[src/ces_pkg.sv]
// Constants and carrier types for the cache event selector.
// Assumes a single 200 MHz core clock and same-clock event sources.
`default_nettype none

package ces_pkg;

   // Register bus
   localparam int ADDR_W = 4;
   localparam int DATA_W = 32;
   localparam int SEL_W = 16;
   localparam logic [ADDR_W-1:0] OFS_SEL = 4'h0;
   localparam logic [ADDR_W-1:0] OFS_COUNT = 4'h4;
   localparam logic [ADDR_W-1:0] OFS_STATUS = 4'h8;
   localparam logic [SEL_W-1:0] SEL_RST = 16'h0000;
   localparam logic [DATA_W-1:0] COUNT_RST = 32'h0000_0000;
   localparam logic [DATA_W-1:0] RD_IDLE = 32'h0000_0000;

   // Event numbers
   localparam logic [7:0] EVT_L2_ALL = 8'h24;
   localparam logic [7:0] EVT_L2_DATA = 8'h26;
   localparam logic [7:0] EVT_L2_WRITE = 8'h27;
   localparam logic [7:0] EVT_WB = 8'h28;
   localparam logic [7:0] EVT_LLC = 8'h2e;
   localparam logic [7:0] EVT_UNHALT = 8'h3c;
   localparam logic [7:0] EVT_TLB = 8'h49;

   // Unit masks with fixed meaning
   localparam logic [7:0] MASK_ALL = 8'hff;
   localparam logic [7:0] MASK_LLC_MISS = 8'h41;
   localparam logic [7:0] MASK_LLC_REF = 8'h4f;
   localparam logic [7:0] MASK_THREAD = 8'h00;
   localparam logic [7:0] MASK_REF = 8'h01;
   localparam logic [7:0] MASK_WALK = 8'h01;
   localparam logic [3:0] NIB_NONE = 4'h0;

   // Time-stamp rate against the core clock
   localparam int CLK_PERIOD_NS = 5;
   localparam int STAMP_PERIOD_NS = 10;
   localparam int STAMP_DIV_RAW = STAMP_PERIOD_NS / CLK_PERIOD_NS;
   localparam int STAMP_DIV = (STAMP_DIV_RAW < 1) ? 1 : STAMP_DIV_RAW;
   localparam int DIV_W = 4;

   typedef enum logic [1:0] {
      LINE_I = 2'h0,
      LINE_S = 2'h1,
      LINE_E = 2'h2,
      LINE_M = 2'h3
   } ces_line_t;

   typedef enum logic [1:0] {
      KIND_DEMAND_LOAD = 2'h0,
      KIND_PREFETCH_LOAD = 2'h1,
      KIND_STORE_OWN = 2'h2,
      KIND_LOCK_OWN = 2'h3
   } ces_kind_t;

   typedef struct packed {
      logic valid;
      logic is_code;
      ces_kind_t kind;
      logic pf_own;
      ces_line_t state;
   } ces_l2_req_t;

   typedef struct packed {
      logic valid;
      ces_line_t state;
   } ces_wb_t;

   typedef struct packed {
      logic [7:0] mask;
      logic [7:0] evt;
   } ces_sel_t;

   typedef struct packed {
      logic [ADDR_W-1:0] addr;
      logic [DATA_W-1:0] wdata;
      logic wr;
      logic rd;
   } ces_bus_t;

endpackage

`default_nettype wire

[src/ces_selector.sv]
// Event selector and counter for cache, lock, writeback and TLB events.
// Assumes event pulses arrive from same-clock pipelines, one per source per cycle.
`timescale 1ns/100ps
`default_nettype none

// Summary of operation
// - Event 24H mask FFH counts every second-level request, code or data.
// - Event 26H low mask bits count demand loads by line state I,S,E,M.
// - Event 26H mask 0FH counts every demand data request.
// - Event 26H high mask bits count prefetch loads by line state.
// - Prefetch ownership to shared line counts as miss; prefetch read hits.
// - Event 26H mask F0H counts every prefetch request.
// - Event 26H mask FFH counts every demand and prefetch data request, not store or lock ownership.
// - Event 27H low mask bits count store ownership requests by state.
// - Event 27H mask 0FH counts every store ownership request.
// - Event 27H high mask bits count lock ownership requests by state.
// - Event 27H mask E0H counts lock hits; F0H counts all locks.
// - Event 28H low mask bits count first-level writebacks by state.
// - Event 2EH counts last-level misses with 41H, references with 4FH.
// - Event 3CH mask 00H counts core cycles while not halted.
// - Event 3CH mask 01H counts time-stamp ticks while not halted.
// - Event 49H mask 01H counts second-level TLB misses starting walks.
module ces_selector (
   // Clock and reset
   input wire logic clk,
   input wire logic rst,
   // Register port
   input wire ces_pkg::ces_bus_t bus,
   output logic [ces_pkg::DATA_W-1:0] rdata,
   // Second-level cache request pulses
   input wire ces_pkg::ces_l2_req_t l2_req,
   // First-level writeback pulses
   input wire ces_pkg::ces_wb_t wb,
   // Last-level cache pulses
   input wire logic llc_miss,
   input wire logic llc_ref,
   // Thread and TLB
   input wire logic thread_halted,
   input wire logic tlb_walk,
   // Selected event pulse
   output logic hit
);
   import ces_pkg::*;

   ces_sel_t sel_r;
   logic [DATA_W-1:0] cnt_r;
   logic [DATA_W-1:0] rdata_r;
   logic stamp_tick;
   logic hit_nxt;
   ces_line_t eff_state;
   logic data_req;
   logic wr_sel;
   logic wr_cnt;

   // Picks the mask bit of one line state
   function automatic logic state_sel(input logic [3:0] nib, input ces_line_t st);
      state_sel = nib[st];
   endfunction

   ces_tick_div ces_tick_div_i (
      .clk(clk),
      .rst(rst),
      .tick(stamp_tick)
   );

   // Write decode
   always_comb begin
      wr_sel = 1'b0;
      wr_cnt = 1'b0;
      if (bus.wr && bus.addr == OFS_SEL) begin
         wr_sel = 1'b1;
      end else if (bus.wr && bus.addr == OFS_COUNT) begin
         wr_cnt = 1'b1;
      end
   end

   always_ff @(posedge clk) begin
      if (rst) begin
         sel_r <= ces_sel_t'(SEL_RST);
      end else if (wr_sel) begin
         sel_r <= ces_sel_t'(bus.wdata[SEL_W-1:0]);
      end
   end

   assign data_req = l2_req.valid && !l2_req.is_code;

   always_comb begin
      eff_state = l2_req.state;
      if (l2_req.kind == KIND_PREFETCH_LOAD && l2_req.pf_own
            && l2_req.state == LINE_S) begin
         eff_state = LINE_I;
      end
   end

   // Event decode, one pulse per event at most
   always_comb begin
      hit_nxt = 1'b0;
      case (sel_r.evt)
         EVT_L2_ALL: begin
            hit_nxt = (sel_r.mask == MASK_ALL) && l2_req.valid;
         end
         EVT_L2_DATA: begin
            if (l2_req.kind == KIND_DEMAND_LOAD) begin
               hit_nxt = data_req && state_sel(sel_r.mask[3:0], eff_state);
            end else if (l2_req.kind == KIND_PREFETCH_LOAD) begin
               hit_nxt = data_req && state_sel(sel_r.mask[7:4], eff_state);
            end
         end
         EVT_L2_WRITE: begin
            if (l2_req.kind == KIND_STORE_OWN) begin
               hit_nxt = data_req && state_sel(sel_r.mask[3:0], l2_req.state);
            end else if (l2_req.kind == KIND_LOCK_OWN) begin
               hit_nxt = data_req && state_sel(sel_r.mask[7:4], l2_req.state);
            end
         end
         EVT_WB: begin
            hit_nxt = wb.valid && sel_r.mask[7:4] == NIB_NONE
               && state_sel(sel_r.mask[3:0], wb.state);
         end
         EVT_LLC: begin
            if (sel_r.mask == MASK_LLC_MISS) begin
               hit_nxt = llc_miss;
            end else if (sel_r.mask == MASK_LLC_REF) begin
               hit_nxt = llc_ref;
            end
         end
         EVT_UNHALT: begin
            if (sel_r.mask == MASK_THREAD) begin
               hit_nxt = !thread_halted;
            end else if (sel_r.mask == MASK_REF) begin
               hit_nxt = stamp_tick && !thread_halted;
            end
         end
         EVT_TLB: begin
            hit_nxt = (sel_r.mask == MASK_WALK) && tlb_walk;
         end
         default: begin
            hit_nxt = 1'b0;
         end
      endcase
   end

   assign hit = hit_nxt;

   always_ff @(posedge clk) begin
      if (rst) begin
         cnt_r <= COUNT_RST;
      end else if (wr_cnt) begin
         cnt_r <= bus.wdata;
      end else if (hit_nxt) begin
         cnt_r <= cnt_r + 1'b1;
      end
   end

   // Read data stand one cycle only
   always_ff @(posedge clk) begin
      if (rst) begin
         rdata_r <= RD_IDLE;
      end else if (!bus.rd) begin
         rdata_r <= RD_IDLE;
      end else if (bus.addr == OFS_SEL) begin
         rdata_r <= {{(DATA_W-SEL_W){1'b0}}, sel_r};
      end else if (bus.addr == OFS_COUNT) begin
         rdata_r <= cnt_r;
      end else if (bus.addr == OFS_STATUS) begin
         rdata_r <= {{(DATA_W-2){1'b0}}, thread_halted, hit_nxt};
      end else begin
         rdata_r <= RD_IDLE;
      end
   end

   assign rdata = rdata_r;

   // Checks on the counter against its cause

   property p_l2_all;
      @(posedge clk) disable iff (rst)
      sel_r.evt == EVT_L2_ALL && sel_r.mask == MASK_ALL && l2_req.valid && !wr_cnt
      |=> cnt_r == $past(cnt_r) + 1'b1;
   endproperty
   a_l2_all: assert property (p_l2_all) else $error("request not counted");

   property p_dem_miss;
      @(posedge clk) disable iff (rst)
      sel_r.evt == EVT_L2_DATA && sel_r.mask == 8'h01 && data_req && !wr_cnt
      && l2_req.kind == KIND_DEMAND_LOAD && l2_req.state != LINE_I
      |=> cnt_r == $past(cnt_r);
   endproperty
   a_dem_miss: assert property (p_dem_miss) else $error("demand hit counted as miss");

   property p_dem_all;
      @(posedge clk) disable iff (rst)
      sel_r.evt == EVT_L2_DATA && sel_r.mask == 8'h0f && data_req && !wr_cnt
      && l2_req.kind == KIND_DEMAND_LOAD
      |=> cnt_r == $past(cnt_r) + 1'b1;
   endproperty
   a_dem_all: assert property (p_dem_all) else $error("demand load not counted");

   property p_pf_mod;
      @(posedge clk) disable iff (rst)
      sel_r.evt == EVT_L2_DATA && sel_r.mask == 8'h80 && data_req && !wr_cnt
      && l2_req.kind == KIND_PREFETCH_LOAD && l2_req.state == LINE_M
      |=> cnt_r == $past(cnt_r) + 1'b1;
   endproperty
   a_pf_mod: assert property (p_pf_mod) else $error("modified prefetch missed");

   property p_pf_own_s;
      @(posedge clk) disable iff (rst)
      sel_r.evt == EVT_L2_DATA && sel_r.mask == 8'h20 && data_req && !wr_cnt
      && l2_req.kind == KIND_PREFETCH_LOAD && l2_req.pf_own
      && l2_req.state == LINE_S
      |=> cnt_r == $past(cnt_r);
   endproperty
   a_pf_own_s: assert property (p_pf_own_s) else $error("shared ownership prefetch hit");

   property p_pf_rd_s;
      @(posedge clk) disable iff (rst)
      sel_r.evt == EVT_L2_DATA && sel_r.mask == 8'h20 && data_req && !wr_cnt
      && l2_req.kind == KIND_PREFETCH_LOAD && !l2_req.pf_own
      && l2_req.state == LINE_S
      |=> cnt_r == $past(cnt_r) + 1'b1;
   endproperty
   a_pf_rd_s: assert property (p_pf_rd_s) else $error("shared prefetch read missed");

   property p_pf_all;
      @(posedge clk) disable iff (rst)
      sel_r.evt == EVT_L2_DATA && sel_r.mask == 8'hf0 && data_req && !wr_cnt
      && l2_req.kind == KIND_PREFETCH_LOAD
      |=> cnt_r == $past(cnt_r) + 1'b1;
   endproperty
   a_pf_all: assert property (p_pf_all) else $error("prefetch not counted");

   property p_data_any;
      @(posedge clk) disable iff (rst)
      sel_r.evt == EVT_L2_DATA && sel_r.mask == MASK_ALL && data_req && !wr_cnt
      && (l2_req.kind == KIND_DEMAND_LOAD || l2_req.kind == KIND_PREFETCH_LOAD)
      |=> cnt_r == $past(cnt_r) + 1'b1;
   endproperty
   a_data_any: assert property (p_data_any) else $error("data request not counted");

   property p_code_data;
      @(posedge clk) disable iff (rst)
      sel_r.evt == EVT_L2_DATA && sel_r.mask == MASK_ALL && l2_req.valid
      && l2_req.is_code && !wr_cnt
      |=> cnt_r == $past(cnt_r);
   endproperty
   a_code_data: assert property (p_code_data) else $error("code request counted as data");

   property p_st_s;
      @(posedge clk) disable iff (rst)
      sel_r.evt == EVT_L2_WRITE && sel_r.mask == 8'h02 && data_req && !wr_cnt
      && l2_req.kind == KIND_STORE_OWN
      |=> cnt_r == $past(cnt_r) + ($past(l2_req.state) == LINE_S);
   endproperty
   a_st_s: assert property (p_st_s) else $error("store shared count wrong");

   property p_st_all;
      @(posedge clk) disable iff (rst)
      sel_r.evt == EVT_L2_WRITE && sel_r.mask == 8'h0f && data_req && !wr_cnt
      && l2_req.kind == KIND_STORE_OWN
      |=> cnt_r == $past(cnt_r) + 1'b1;
   endproperty
   a_st_all: assert property (p_st_all) else $error("store ownership not counted");

   property p_lock_e;
      @(posedge clk) disable iff (rst)
      sel_r.evt == EVT_L2_WRITE && sel_r.mask == 8'h40 && data_req && !wr_cnt
      && l2_req.kind == KIND_LOCK_OWN
      |=> cnt_r == $past(cnt_r) + ($past(l2_req.state) == LINE_E);
   endproperty
   a_lock_e: assert property (p_lock_e) else $error("lock exclusive count wrong");

   property p_lock_hit;
      @(posedge clk) disable iff (rst)
      sel_r.evt == EVT_L2_WRITE && sel_r.mask == 8'he0 && data_req && !wr_cnt
      && l2_req.kind == KIND_LOCK_OWN
      |=> cnt_r == $past(cnt_r) + ($past(l2_req.state) != LINE_I);
   endproperty
   a_lock_hit: assert property (p_lock_hit) else $error("lock hit count wrong");

   property p_lock_all;
      @(posedge clk) disable iff (rst)
      sel_r.evt == EVT_L2_WRITE && sel_r.mask == 8'hf0 && data_req && !wr_cnt
      && l2_req.kind == KIND_LOCK_OWN
      |=> cnt_r == $past(cnt_r) + 1'b1;
   endproperty
   a_lock_all: assert property (p_lock_all) else $error("lock ownership not counted");

   property p_wb_all;
      @(posedge clk) disable iff (rst)
      sel_r.evt == EVT_WB && sel_r.mask == 8'h0f && wb.valid && !wr_cnt
      |=> cnt_r == $past(cnt_r) + 1'b1;
   endproperty
   a_wb_all: assert property (p_wb_all) else $error("writeback not counted");

   property p_llc;
      @(posedge clk) disable iff (rst)
      sel_r.evt == EVT_LLC && sel_r.mask == MASK_LLC_MISS && !wr_cnt
      |=> cnt_r == $past(cnt_r) + $past(llc_miss);
   endproperty
   a_llc: assert property (p_llc) else $error("last level miss count wrong");

   property p_thread;
      @(posedge clk) disable iff (rst)
      sel_r.evt == EVT_UNHALT && sel_r.mask == MASK_THREAD && !wr_cnt
      |=> cnt_r == $past(cnt_r) + !$past(thread_halted);
   endproperty
   a_thread: assert property (p_thread) else $error("unhalted cycle count wrong");

   property p_ref;
      @(posedge clk) disable iff (rst)
      sel_r.evt == EVT_UNHALT && sel_r.mask == MASK_REF && !wr_cnt
      && (thread_halted || !stamp_tick)
      |=> cnt_r == $past(cnt_r);
   endproperty
   a_ref: assert property (p_ref) else $error("reference cycle off rate");

   property p_walk;
      @(posedge clk) disable iff (rst)
      sel_r.evt == EVT_TLB && sel_r.mask == MASK_WALK && !wr_cnt
      |=> cnt_r == $past(cnt_r) + $past(tlb_walk);
   endproperty
   a_walk: assert property (p_walk) else $error("page walk count wrong");

   property p_once;
      @(posedge clk) disable iff (rst)
      !wr_cnt |=> cnt_r - $past(cnt_r) <= 32'h0000_0001;
   endproperty
   a_once: assert property (p_once) else $error("counter stepped twice");

   property p_unknown;
      @(posedge clk) disable iff (rst)
      sel_r.evt == 8'h00 && !wr_cnt ##1 sel_r.evt == 8'h00 && !wr_cnt
      |=> cnt_r == $past(cnt_r, 2);
   endproperty
   a_unknown: assert property (p_unknown) else $error("idle selection counted");

endmodule // ces_selector

`default_nettype wire

[src/ces_tick_div.sv]
// Divider making the time-stamp rate as a one-cycle enable.
// Assumes a synchronous active-high reset on the core clock.
`timescale 1ns/100ps
`default_nettype none

module ces_tick_div (
   // Clock and reset
   input wire logic clk,
   input wire logic rst,
   // Enable pulse out
   output logic tick
);
   import ces_pkg::*;

   localparam logic [DIV_W-1:0] LAST = DIV_W'(STAMP_DIV - 1);
   localparam logic [DIV_W-1:0] ZERO = 4'h0;

   logic [DIV_W-1:0] div_r;

   always_ff @(posedge clk) begin
      if (rst) begin
         div_r <= ZERO;
      end else if (div_r == LAST) begin
         div_r <= ZERO;
      end else begin
         div_r <= div_r + 1'b1;
      end
   end

   assign tick = (div_r == LAST);

endmodule // ces_tick_div

`default_nettype wire

[config.mk]
export PLATFORM = sky130hd
export DESIGN_NAME = ces_selector
export DESIGN_NICKNAME = d
export VERILOG_FILES = /design/src/ces_pkg.sv /design/src/ces_selector.sv /design/src/ces_tick_div.sv
export SDC_FILE = /design/constraint.sdc
export NUM_CORES = 1
export LEC_CHECK = 0
export BUFFER_PORTS_ARGS = -buffer_cell sky130_fd_sc_hd__buf_2
export CELL_PAD_IN_SITES_DETAIL_PLACEMENT = 1
export CELL_PAD_IN_SITES_GLOBAL_PLACEMENT = 2
export CORE_ASPECT_RATIO = 0.7
export CORE_MARGIN = 4
export CORE_UTILIZATION = 34
export CTS_CLUSTER_DIAMETER = 40
export DETAILED_ROUTE_END_ITERATION = 7
export PLACE_DENSITY = 0.87
export SLEW_MARGIN = 10
export SYNTH_ARGS = -nofsm -noshare
export SYNTH_HDL_FRONTEND = slang
export SYNTH_SLANG_ARGS = --single-unit
[constraint.sdc]
create_clock -name clk -period 7.6 [get_ports clk]
set_input_delay 0.38 -clock clk [delete_from_list [all_inputs] [get_ports clk]]
set_output_delay 0.38 -clock clk [all_outputs]
set_load 0.03 [all_outputs]
Word-level counts from Yosys, hierarchy flattened --
Cells that the tools add are included.
Word-level totals: logic and storage cells 82, bits of input ports 54, bits in registers 84, output and inout port bits 33
Cells by class: equal/unequal tests 18, muxes and demuxes 28, bitwise operators 1, $add $sub $neg 2, order comparisons 3, reduce and logical (&&, ||, !) cells 24
Operators with widths (number):
- $mux W32 | 3
- $eq A8 B6 Y1 const B | 6
- $add A32 B1 Y32 const B | 1
- $eq A8 B7 Y1 const B | 3
- $mux W1 | 16
- $mux W16 | 1
- $logic_and A1 B1 Y1 | 14
- $bmux W1 S2 | 5
- $lt A2 B3 Y1 const B | 3
- $eq A8 B1 Y1 const B | 1
- $eq A8 B8 Y1 const B | 1
- $logic_not A4 Y1 | 2
- $logic_not A8 Y1 | 1
- $pmux W1 S7 | 1
- $add A4 B1 Y4 const B | 1
- $eq A2 B1 Y1 const B | 2
- $eq A2 B2 Y1 const B | 2
- $eq A4 B1 Y1 const B | 1
- $eq A4 B3 Y1 const B | 1
- $eq A4 B4 Y1 const B | 1
- $mux W2 | 2
- $reduce_or A2 Y1 | 2
- $reduce_or A3 Y1 | 1
- $logic_not A1 Y1 | 2
- 3 further kinds | 3

Depth between registers and ports, before layout --
Gate-level depths: netlist of the first run.
depth after elaboration 13, depth in mapped cells 11, gate-level depth less buffers 9

By module --
A second synthesis of the first run with hierarchy kept.
Second synthesis, totals: cells, all modules 452, area, all modules 3968.8 um2
By module, submodules not included:
- ces_selector | instances 1, area an instance 3796.1 um2, cells each 435, seq. area each 1601.5 um2
- ces_tick_div | instances 1, area an instance 172.7 um2, cells each 17, seq. area each 80.1 um2

Worst setup path after synthesis of the first run --
Ideal clock, no wire load.
path type register to register, start reg ces_tick_div_i.div_r[0], end reg cnt_r[11], library setup time 91 ps, path slack 4716 ps, buffers on the path 1, arrival 2793 ps, clock period less this slack 2884 ps, cell stages (with the launch flop) 10, path through dfxtp_1 ha_1 or3b_2 a2111oi_4 o21ai_1 a2111o_1 buf_6 and3_4 or4_1 a311oi_1
On the way: cells in the longest elaborated chain, start to end 6
RTL lines:
- from (decl) | RTL line ces_tick_div.sv:18 | logic [DIV_W-1:0] div_r;
- from (signal assigned) | RTL line ces_tick_div.sv:26 | div_r <= div_r + 1'b1;
- $eq A4 B1 Y1 | RTL line ces_tick_div.sv:30 | assign tick = (div_r == LAST);
- $logic_and A1 B1 Y1 | RTL line ces_selector.sv:131 | hit_nxt = stamp_tick && !thread_halted;
- $mux W1 | RTL line ces_selector.sv:130 | end else if (sel_r.mask == MASK_REF) begin
- $mux W1 | RTL line ces_selector.sv:128 | if (sel_r.mask == MASK_THREAD) begin
- $pmux W1 S7 | RTL line ces_selector.sv:98 | case (sel_r.evt)
- $reduce_bool A2 Y1 (no line)
- to (signal assigned) | RTL line ces_selector.sv:149 | cnt_r <= bus.wdata;
- to (signal assigned) | RTL line ces_selector.sv:151 | cnt_r <= cnt_r + 1'b1;
- to (decl) | RTL line ces_selector.sv:46 | logic [DATA_W-1:0] cnt_r;
No other way between the ends. A chain may end at the register's enable or synchronous reset.

Worst setup path in the final report of the first run --
start reg ces_tick_div_i.div_r[0], end out hit
On the way: cells in the longest elaborated chain, start to end 5
RTL lines:
- $eq A4 B1 Y1 | RTL line ces_tick_div.sv:30
- $logic_and A1 B1 Y1 | RTL line ces_selector.sv:131
- $mux W1 | RTL line ces_selector.sv:130
- $mux W1 | RTL line ces_selector.sv:128
- $pmux W1 S7 | RTL line ces_selector.sv:98
- to (decl) | RTL line ces_selector.sv:41 | output logic hit
No other way between the ends.

==> impl_metrics.py, run 1 <==
metrics = {
    "synth": {
        "synth_edf_count": 0,
        "synth_nets": 515,
        "yosysWarnings": 0,
        "seq_area_frac_synth_pct": 42.2,
        "async_flop_share_pct": 0,
        "synth.distinct_cells": 50,
        "syn_area_um2": 3980,
        "ys.flop_type": "dfxtp_1",
        "syn_area_per_cell_um2": 8.69,
        "synthCells": 458,
        "ys_seq_elements": 84,
    },
    "setup_path": {
        "required_ps": 7220,
        "worstSetupPathType": "reg -> out",
        "path_buf_inv": 2,
        "r2r_setup_slack_ps": 4100,
        "crit_path_top_delay_cell": "a2111o_1",
        "cp-end-kind": "output pin",
        "path_max_fanout": 26,
        "cp_data_arrival_time_ps": 3230,
        "critical_path.top_delay_family": "compound AO/OA/AOI/OAI gates",
        "cp-start-kind": "flop",
        "crit_chain": "ha_1 > or3b_2 > a2111oi_4 > o21ai_1 > a2111o_1 > and3_4 > inv_1 > buf_2",
        "slowest_delay_ps": 720,
    },
    "floorplanning": {
        "die_width_um": 137,
        "coreArea_um2": 11200,
        "start_util_pct": 35.5,
        "num_io_pins": 87,
        "row_count": 32,
        "die_h_um": 98.5,
        "die_area_um2": 13500,
    },
    "pwr": {
        "finalPower_mw": 0.916,
        "ir_drop_v": 0.000106,
        "p_per_area_nw_per_um2": 192,
        "leakagePower_nw": 1.77,
    },
    "placement": {
        "gp_congestion": 0.817,
        "placedCellCount": 670,
        "io_buffers": 86,
        "hpwl_um": 9270,
    },
    "run_status": {
        "status": "complete, no violations",
    },
    "clocking": {
        "root_buffer": "clkbuf_16",
        "cts.sinks": 84,
        "ctsHoldBuffers": 0,
        "cts_tree": "built",
        "post-cts-setup-buffer-count": 0,
        "insertion_delay_ps": 340,
        "clockBufferDepth": 2,
        "clk_pin_slew_worst_paths_ps": 60,
        "cts_made_buffers": 9,
        "cts_resized": 0,
        "htree_levels": 3,
    },
    "global_route": {
        "grt_pass1_wl_um": 20100,
        "grt.overflow.total": 0,
        "grtUsageTotal_pct": 18.9,
        "grt_pass1_vias": 3737,
        "grt_max_degree": 50,
        "grt_antenna_before_repair": 0,
    },
    "detailed_routing": {
        "vias": 3828,
        "ant_nets": 0,
        "routedWlPerCell_um": 18.9,
        "firstDrtPassIters": 4,
        "drc": 0,
        "routed_wl_um": 12900,
        "viasPerCell": 5.58,
        "drtIter0Drc": 225,
    },
    "timing": {
        "tns_ps": 0,
        "fmax_mhz": 277,
        "setup_viol": 0,
        "skew_ps": 6.52,
        "hold_violations": 0,
        "rsz0062_at_grt": "no",
        "timing_worst_slew_pin_value_ps": 881,
        "drv_slew": 0,
        "fin_crit_ps": 3610,
        "slew_headroom_pct": 41.3,
        "fin_crit_sh_pct": 47.6,
    },
    "final_layout": {
        "nets": 585,
        "syn_to_final_growth_pct": 20.1,
        "fin_cells": 686,
        "diodes": 0,
        "drive_gt1_share_pct": 21.8,
    },
    "job": {
        "cap_violations": 0,
    },
    "min_path": {
        "hold_class": "in -> reg",
    },
}
==> worst paths after layout <==
path / from / to / cells past startpoint
min: bus[22] / cnt_r[20] / 3
min reg2reg: cnt_r[31] / rdata[31] / 1
max: ces_tick_div_i.div_r[0] / hit / 8
max reg2reg: ces_tick_div_i.div_r[0] / cnt_r[15] / 8
==> flip-flops by register name (all words and copies together), names as in the netlist <==
register	flops
cnt_r	32
ces_tick_div_i.div_r	4
sel_r	16
rdata	32
==> layout make-up <==
type | instances | area [um2]
flip-flops and latches | 84 | 1680
clock buffers | 11 | 243
clock inverters | 5 | 27.5
multi-input cells | 333 | 2140
inverters | 9 | 33.8
well taps | 153 | 191
repair buffers | 91 | 468
fillers | 1372 | 6430
==> kinds of logic after synthesis <==
kind of cell             synth area share (%)
XOR/XNOR                                 5.94
AO/OA/AOI/OAI                            19.9
buffers and inverters                    4.24
multiplexers                             2.45
AND/OR/NAND/NOR                          24.3
flip-flops                               42.2
adder cells (fa/ha/maj)                 0.943
==> report_power, final <==
group	internal, mW	switching [mW]
clock	0.228	0.179
combinational	0.0231	0.0298
sequential	0.447	0.00879
total	0.698	0.218
==> cell usage after synthesis (6+ instances only) <==
cell / count / share of area, %
xnor2_1: 25 / 5.5
nand2_1: 56 / 5.3
nand3_1: 16 / 2.0
dfxtp_1: 84 / 42
o21ai_0: 10 / 1.3
clkbuf_1: 29 / 2.7
nor2_1: 34 / 3.2
and2_1: 18 / 2.8
and3_1: 12 / 1.9
a31oi_1: 18 / 2.8
a22o_1: 14 / 3.1
a311oi_1: 12 / 2.6
a211oi_1: 19 / 3.6
a21oi_1: 21 / 2.6
nor3_1: 6 / 0.75
nand4_1: 11 / 1.7
inv_1: 9 / 0.85
==> cell usage in the layout (no fill, tap or decap), types with 3 or more instances in the layout <==
| cell | instances |
|---|---|
| ha_1 | 3 |
| a311oi_1 | 12 |
| buf_4 | 5 |
| buf_2 | 86 |
| xnor2_1 | 25 |
| nand2_1 | 56 |
| nand3b_1 | 3 |
| dfxtp_1 | 84 |
| and4_1 | 4 |
| o21ai_0 | 10 |
| nand4_1 | 11 |
| and3_1 | 12 |
| nand3_1 | 16 |
| nor2_1 | 34 |
| a211oi_1 | 19 |
| or4_1 | 4 |
| o31ai_1 | 4 |
| inv_1 | 9 |
| and2_1 | 18 |
| a22o_1 | 14 |
| nor3_1 | 5 |
| a21oi_1 | 21 |
| clkinv_2 | 4 |
| mux2i_1 | 3 |
| clkbuf_16 | 9 |
| a31oi_1 | 18 |
| nand2b_1 | 4 |
==> routing by layer <==
layer	vias to the layer above	global-route usage [%]	routed length, um
li1	1815	-	-
met1	1889	27.8	6450
met2	113	27.6	5440
met3	11	5.26	929
met4	0	4.14	127
met5	-	0	0
==> stage by stage <==
| stage | instance area (um2) | hold slack [ps] | utilization, % | setup slack (ps) |
|---|---|---|---|---|
| 2_1_floorplan | 3980 | 452 | - | 4720 |
| 3_3_place_gp | 4510 | 471 | 40.2 | 4240 |
| 3_5_place_dp | 4510 | 472 | 40.2 | 4080 |
| 4_1_cts | 4780 | 248 | 42.6 | 3960 |
| 5_1_grt | 4780 | 260 | 42.6 | 3860 |
| 6_report | 4780 | 250 | 42.6 | 3990 |
==> worst reg2reg max path, cell delays in order (launching register included) <==
cell and delay, ps:
dfxtp_1 390, ha_1 200, or3b_2 490, a2111oi_4 370, o21ai_1 110, a2111o_1 720
and3_4 370, or4_1 520, a311oi_1 260
No activity file was read; power rests on OpenSTA's default activity.
==> run 2, diff against run 1 <==
Settings changed: ABC_AREA set to 1, CORE_UTILIZATION 34 to 30, PLACE_DENSITY 0.87 to 0.84.
Clock period 7.6 ns to 3.58 ns, I/O delays scaled along.
==> impl_metrics.py, run 2 <==
metrics = {
    "run_status": {
        "status": "complete, no violations",
    },
    "timing": {
        "fin_crit_sh_pct": 73.0,
        "fin_crit_ps": 2610,
        "holdWs_ps": 125,
        "timing_worst_slew_pin_value_ps": 1010,
        "slew_headroom_pct": 32.4,
        "rsz0062_at_grt": "no",
        "fmax_mhz": 383,
        "skew_ps": 5.86,
        "drv_slew": 0,
        "setup_viol": 0,
        "hold_violations": 0,
        "tns_ps": 0,
    },
    "detailed_routing": {
        "viasPerCell": 5.05,
        "vias": 4935,
        "routedWlPerCell_um": 16.7,
        "ant_nets": 0,
        "drtIter0Drc": 254,
        "routed_wl_um": 16300,
        "firstDrtPassIters": 4,
        "drc": 0,
    },
    "global_route": {
        "grtUsageTotal_pct": 18.8,
        "grtUsageMet3_pct": 3.66,
        "grt_max_degree": 47,
        "grt_antenna_before_repair": 0,
        "grt_pass1_wl_um": 26500,
        "grt_pass1_vias": 5088,
        "globalRoute.busiestLayer": "met2",
        "grtUsageMet1_pct": 27.7,
        "grt.overflow.total": 0,
        "grt_use_met2_pct": 28.3,
    },
    "setup_path": {
        "required_ps": 3400,
        "reg2reg_depth": 12,
        "r2r_start": "sel_r[0]",
        "worstSetupPathType": "reg -> out",
        "crit_path_start": "sel_r[0]",
        "r2r_setup_slack_ps": 1360,
        "cp-end-kind": "output pin",
        "crit_path_end": "hit",
        "cp_data_arrival_time_ps": 2430,
        "cp-start-kind": "flop",
        "path_max_fanout": 28,
        "r2r-end": "cnt_r[20]",
    },
    "final_layout": {
        "layout_commonest_cell": "nand2_1",
        "drive_gt1_share_pct": 16.7,
        "nets": 835,
        "diodes": 0,
        "final_area_um2": 5470,
        "final_cell_mix": "nand2_1, nor2_1, buf_2",
        "syn_to_final_growth_pct": 16.5,
    },
    "floorplanning": {
        "coreArea_um2": 15000,
        "die_area_um2": 17800,
        "row_count": 37,
        "die_h_um": 113,
        "num_io_pins": 87,
        "die_width_um": 158,
        "start_util_pct": 31.3,
    },
    "pwr": {
        "leakagePower_nw": 2.32,
        "p_per_area_nw_per_um2": 361,
        "ir_drop_v": 0.000188,
    },
    "clocking": {
        "cts_tree": "built",
        "post-cts-setup-buffer-count": 0,
        "insertion_delay_ps": 350,
        "cts.sinks": 84,
        "htree_levels": 3,
        "root_buffer": "clkbuf_16",
        "clockBufferDepth": 2,
        "ctsHoldBuffers": 0,
        "clk_pin_slew_worst_paths_ps": 60,
        "cts_resized": 0,
        "cts_made_buffers": 9,
    },
    "placement": {
        "io_buffers": 86,
        "place_area_um2": 5200,
        "hpwl_um": 12400,
        "gp_congestion": 0.896,
    },
    "synth": {
        "synth.distinct_cells": 41,
        "synth_edf_count": 0,
        "yosysWarnings": 0,
        "ys_seq_elements": 84,
        "synth_common_cells": "nand2_1, nor2_1, dfxtp_1",
        "synth_top_area_share_pct": 35.8,
        "synth_most_common_cell": "nand2_1",
        "async_flop_share_pct": 0,
        "syn_area_um2": 4700,
        "synth_nets": 764,
        "synthCells": 707,
        "synth_area_leader_cell": "dfxtp_1",
        "syn_area_per_cell_um2": 6.64,
        "seq_area_frac_synth_pct": 35.8,
        "ys.flop_type": "dfxtp_1",
        "ys_top_cells_by_area": "dfxtp_1, nand2_1, nor2_1",
    },
    "min_path": {
        "hold_class": "in -> reg",
    },
    "job": {
        "cap_violations": 0,
    },
}
run 2: cell families after synthesis:
| group | after synthesis | share of synthesized area [%] |
|---|---|---|
| compound gates | 94 | 11.2 |
| xor+xnor | 14 | 2.61 |
| fa+ha+maj | 3 | 0.799 |
| buf+inv | 113 | 11.0 |
| flops | 84 | 35.8 |
| mux | 12 | 2.56 |
| simple gates | 387 | 36.0 |
run 2: worst min-delay path by stage:
stage,from,endpoint,slack (ps),cells past startpoint
finish,bus[2],sel_r[0],130,3
CTS,bus[2],sel_r[0],120,3
floorplan,bus[2],sel_r[0],340,2
detailed placement,ces_tick_div_i.div_r[0],ces_tick_div_i.div_r[0],470,1
global route,bus[2],sel_r[0],160,3
global placement,ces_tick_div_i.div_r[0],ces_tick_div_i.div_r[0],450,1
run 2: per-layer routing:
metal / routed length, um / up-vias
met5: 0 / -
met4: 128 / 0
li1: - / 2440
met3: 659 / 11
met1: 8610 / 2395
met2: 6910 / 89
run 2: through the flow:
| step | worst slack (ps) | total power, mW | util (%) | cells |
|---|---|---|---|---|
| after floorplan | 1890 | 1.06 | - | 707 |
| after global placement | 1270 | 1.12 | 34.7 | 962 |
| after detailed placement | 1170 | 1.13 | 34.7 | 962 |
| after CTS | 1010 | 1.99 | 36.5 | 978 |
| after global routing | 863 | 2.06 | 36.5 | 978 |
| final | 966 | 1.97 | 36.5 | 978 |
run 2: worst max-delay path, stage by stage, from the launching register on:
cell and delay [ps]:
dfxtp_1 490, nor2_1 180, nand2_1 110, nor2_1 50
nand3_1 60, nand2_1 50, nor2_1 220, nor2_2 80
nor2_4 120, buf_4 350, nand2_1 140, buf_2 210
run 2: cell type report:
class,count,area (um2)
Multi-Input combinational cell,510,2500
Clock inverter,5,27.5
Inverter,82,308
Timing Repair Buffer,91,468
Sequential cell,84,1680
Clock buffer,11,243
Fill cell,1994,9530
Tap cell,195,244
run 2: power breakdown:
group          leakage, nW  internal [mW]  total, mW  switching (mW)
Clock                0.135          0.484      0.868           0.384
Combinational         1.51         0.0528      0.143          0.0901
Sequential           0.678          0.948      0.962          0.0136
Total                 2.32           1.49       1.97           0.488
==> run 3, diff against run 2 <==
Settings changed: CORE_UTILIZATION 30 to 27, PLACE_DENSITY 0.84 to 0.8.
Clock period 3.58 ns to 2.2 ns, I/O delays scaled along.
==> impl_metrics.py, run 3 (same netlist as run 2, synthesis figures left out) <==
metrics = {
    "run_status": {
        "status": "complete, no violations",
    },
    "timing": {
        "fmax_mhz": 482,
        "fin_crit_sh_pct": 94.3,
        "timing_worst_slew_pin_value_ps": 423,
        "rsz0062_at_grt": "no",
        "fin_ws_ps": 125,
        "drv_slew": 0,
        "hold_violations": 0,
        "holdWs_ps": 74.7,
        "setup_viol": 0,
        "slew_headroom_pct": 71.8,
        "fin_crit_ps": 2080,
        "skew_ps": 6.23,
        "tns_ps": 0,
    },
    "setup_path": {
        "reg2reg_depth": 12,
        "r2r-end": "cnt_r[18]",
        "cp.depth": 11,
        "cp_data_arrival_time_ps": 1970,
        "slowest_delay_ps": 350,
        "path_common_cell": "nand2_1",
        "r2r_start": "cnt_r[0]",
        "path_buf_inv": 2,
        "r2r_setup_slack_ps": 230,
        "cp-start-kind": "flop",
        "required_ps": 2090,
        "worstSetupPathType": "reg -> out",
        "crit_chain": "inv_1 > ha_1 > nand2_1 > nand2_1 > nand3_1 > nand2_1 > nor2_1 > nor2_2 > nor2_4 > nand2_1 > buf_2",
        "crit_path_top_delay_cell": "dfxtp_1",
        "cp-end-kind": "output pin",
        "critical_path.top_delay_family": "simple AND/OR/NAND/NOR gates",
        "path_max_fanout": 5,
    },
    "detailed_routing": {
        "routedWlPerCell_um": 16.3,
        "viasPerCell": 4.70,
        "drc": 0,
        "vias": 4853,
        "drtIter0Drc": 283,
        "routed_wl_um": 16900,
        "firstDrtPassIters": 4,
        "ant_nets": 0,
    },
    "floorplanning": {
        "die_area_um2": 19600,
        "coreArea_um2": 17100,
        "die_h_um": 118,
        "start_util_pct": 27.4,
        "die_width_um": 166,
        "num_io_pins": 87,
        "row_count": 40,
    },
    "placement": {
        "io_buffers": 86,
        "hpwl_um": 12800,
        "dpl_worst_slack_ps": 176,
        "gp_congestion": 0.852,
        "place_area_um2": 5400,
    },
    "global_route": {
        "grt_antenna_before_repair": 0,
        "grtUsageTotal_pct": 17.3,
        "grt.overflow.total": 0,
        "grt_pass1_vias": 4910,
        "grt_max_degree": 38,
        "grt_pass1_wl_um": 27100,
    },
    "pwr": {
        "clock_power_share_pct": 44.5,
        "ir_drop_v": 0.000331,
        "p_per_area_nw_per_um2": 574,
        "p_int_mw": 2.43,
        "switching_power_mw": 0.834,
        "comb_power_share_pct": 7.6,
        "p_seq_share_pct": 47.9,
        "sw_frac_of_total_pct": 25.6,
        "leakagePower_nw": 2.41,
        "finalPower_mw": 3.26,
    },
    "final_layout": {
        "nets": 854,
        "layout_commonest_cell": "nand2_1",
        "final_area_um2": 5680,
        "final_cell_mix": "nand2_1, nor2_1, buf_2",
        "syn_to_final_growth_pct": 21.0,
        "drive_gt1_share_pct": 18.7,
        "diodes": 0,
    },
    "clocking": {
        "insertion_delay_ps": 350,
        "ctsHoldBuffers": 0,
        "cts_made_buffers": 9,
        "cts.sinks": 84,
        "htree_levels": 3,
        "clk_pin_slew_worst_paths_ps": 60,
        "clockBufferDepth": 2,
        "cts_tree": "built",
        "root_buffer": "clkbuf_16",
    },
    "min_path": {
        "whs_path_depth": 3,
        "min_to": "sel_r[7]",
        "hold_class": "in -> reg",
        "min-delay-start": "bus[9]",
    },
    "job": {
        "cap_violations": 0,
    },
}
==> run 3: final cells by class <==
class / count / area, um2
Fill cell: 2210 / 11400
Multi-Input combinational cell: 510 / 2510
Sequential cell: 84 / 1680
Timing Repair Buffer: 110 / 623
Inverter: 82 / 308
Tap cell: 231 / 289
Clock buffer: 12 / 246
Clock inverter: 4 / 25.0
==> run 3: worst register-to-register path: cells and delay by family (launching register included) <==
kind	cells	cell delay [ps]
AO/OA/AOI/OAI	1	170
adder cells (fa/ha/maj)	1	190
buffers and inverters	1	50
flip-flops	1	390
AND/OR/NAND/NOR	9	1060
==> run 3: how the worst max path moves through the flow <==
stage                                       start   endpoint  slack, ps
final                     ces_tick_div_i.div_r[1]        hit        120
after global routing                    cnt_r[14]  cnt_r[27]          5
after CTS                                sel_r[7]        hit        130
after detailed placement                 cnt_r[0]  cnt_r[18]        180
after global placement                   cnt_r[0]  cnt_r[18]        240
after floorplan                          cnt_r[0]  cnt_r[18]        510
==> run 3: power groups by stage <==
stage	clock network (mW)	logic (mW)	registers, mW
after detailed placement	0	0.247	1.60
after floorplan	0	0.134	1.59
after CTS	1.50	0.248	1.56
after global routing	1.58	0.280	1.57
after global placement	0	0.244	1.60
final	1.45	0.248	1.56
==> run 3: per-stage QoR <==
step                instances  util (%)
global placement         1017      31.5
detailed placement       1017      31.5
floorplan                 707         -
finish                   1033      33.2
global route             1033      33.2
CTS                      1033      33.1
==> run 3: what timing repair did <==
item,in CTS,in global routing
gates resized for setup,0,3
setup endpoints to repair,0,4
setup buffers,0,0
==> run 3: metal layers <==
layer,wire length (um),vias up,part of all wire (%),GRT usage (%)
met5,0,-,0,0
met4,176,0,1.0,4.38
met3,772,11,4.6,3.98
met2,6730,97,40,24.4
met1,9180,2270,54,26.2
li1,-,2475,-,-
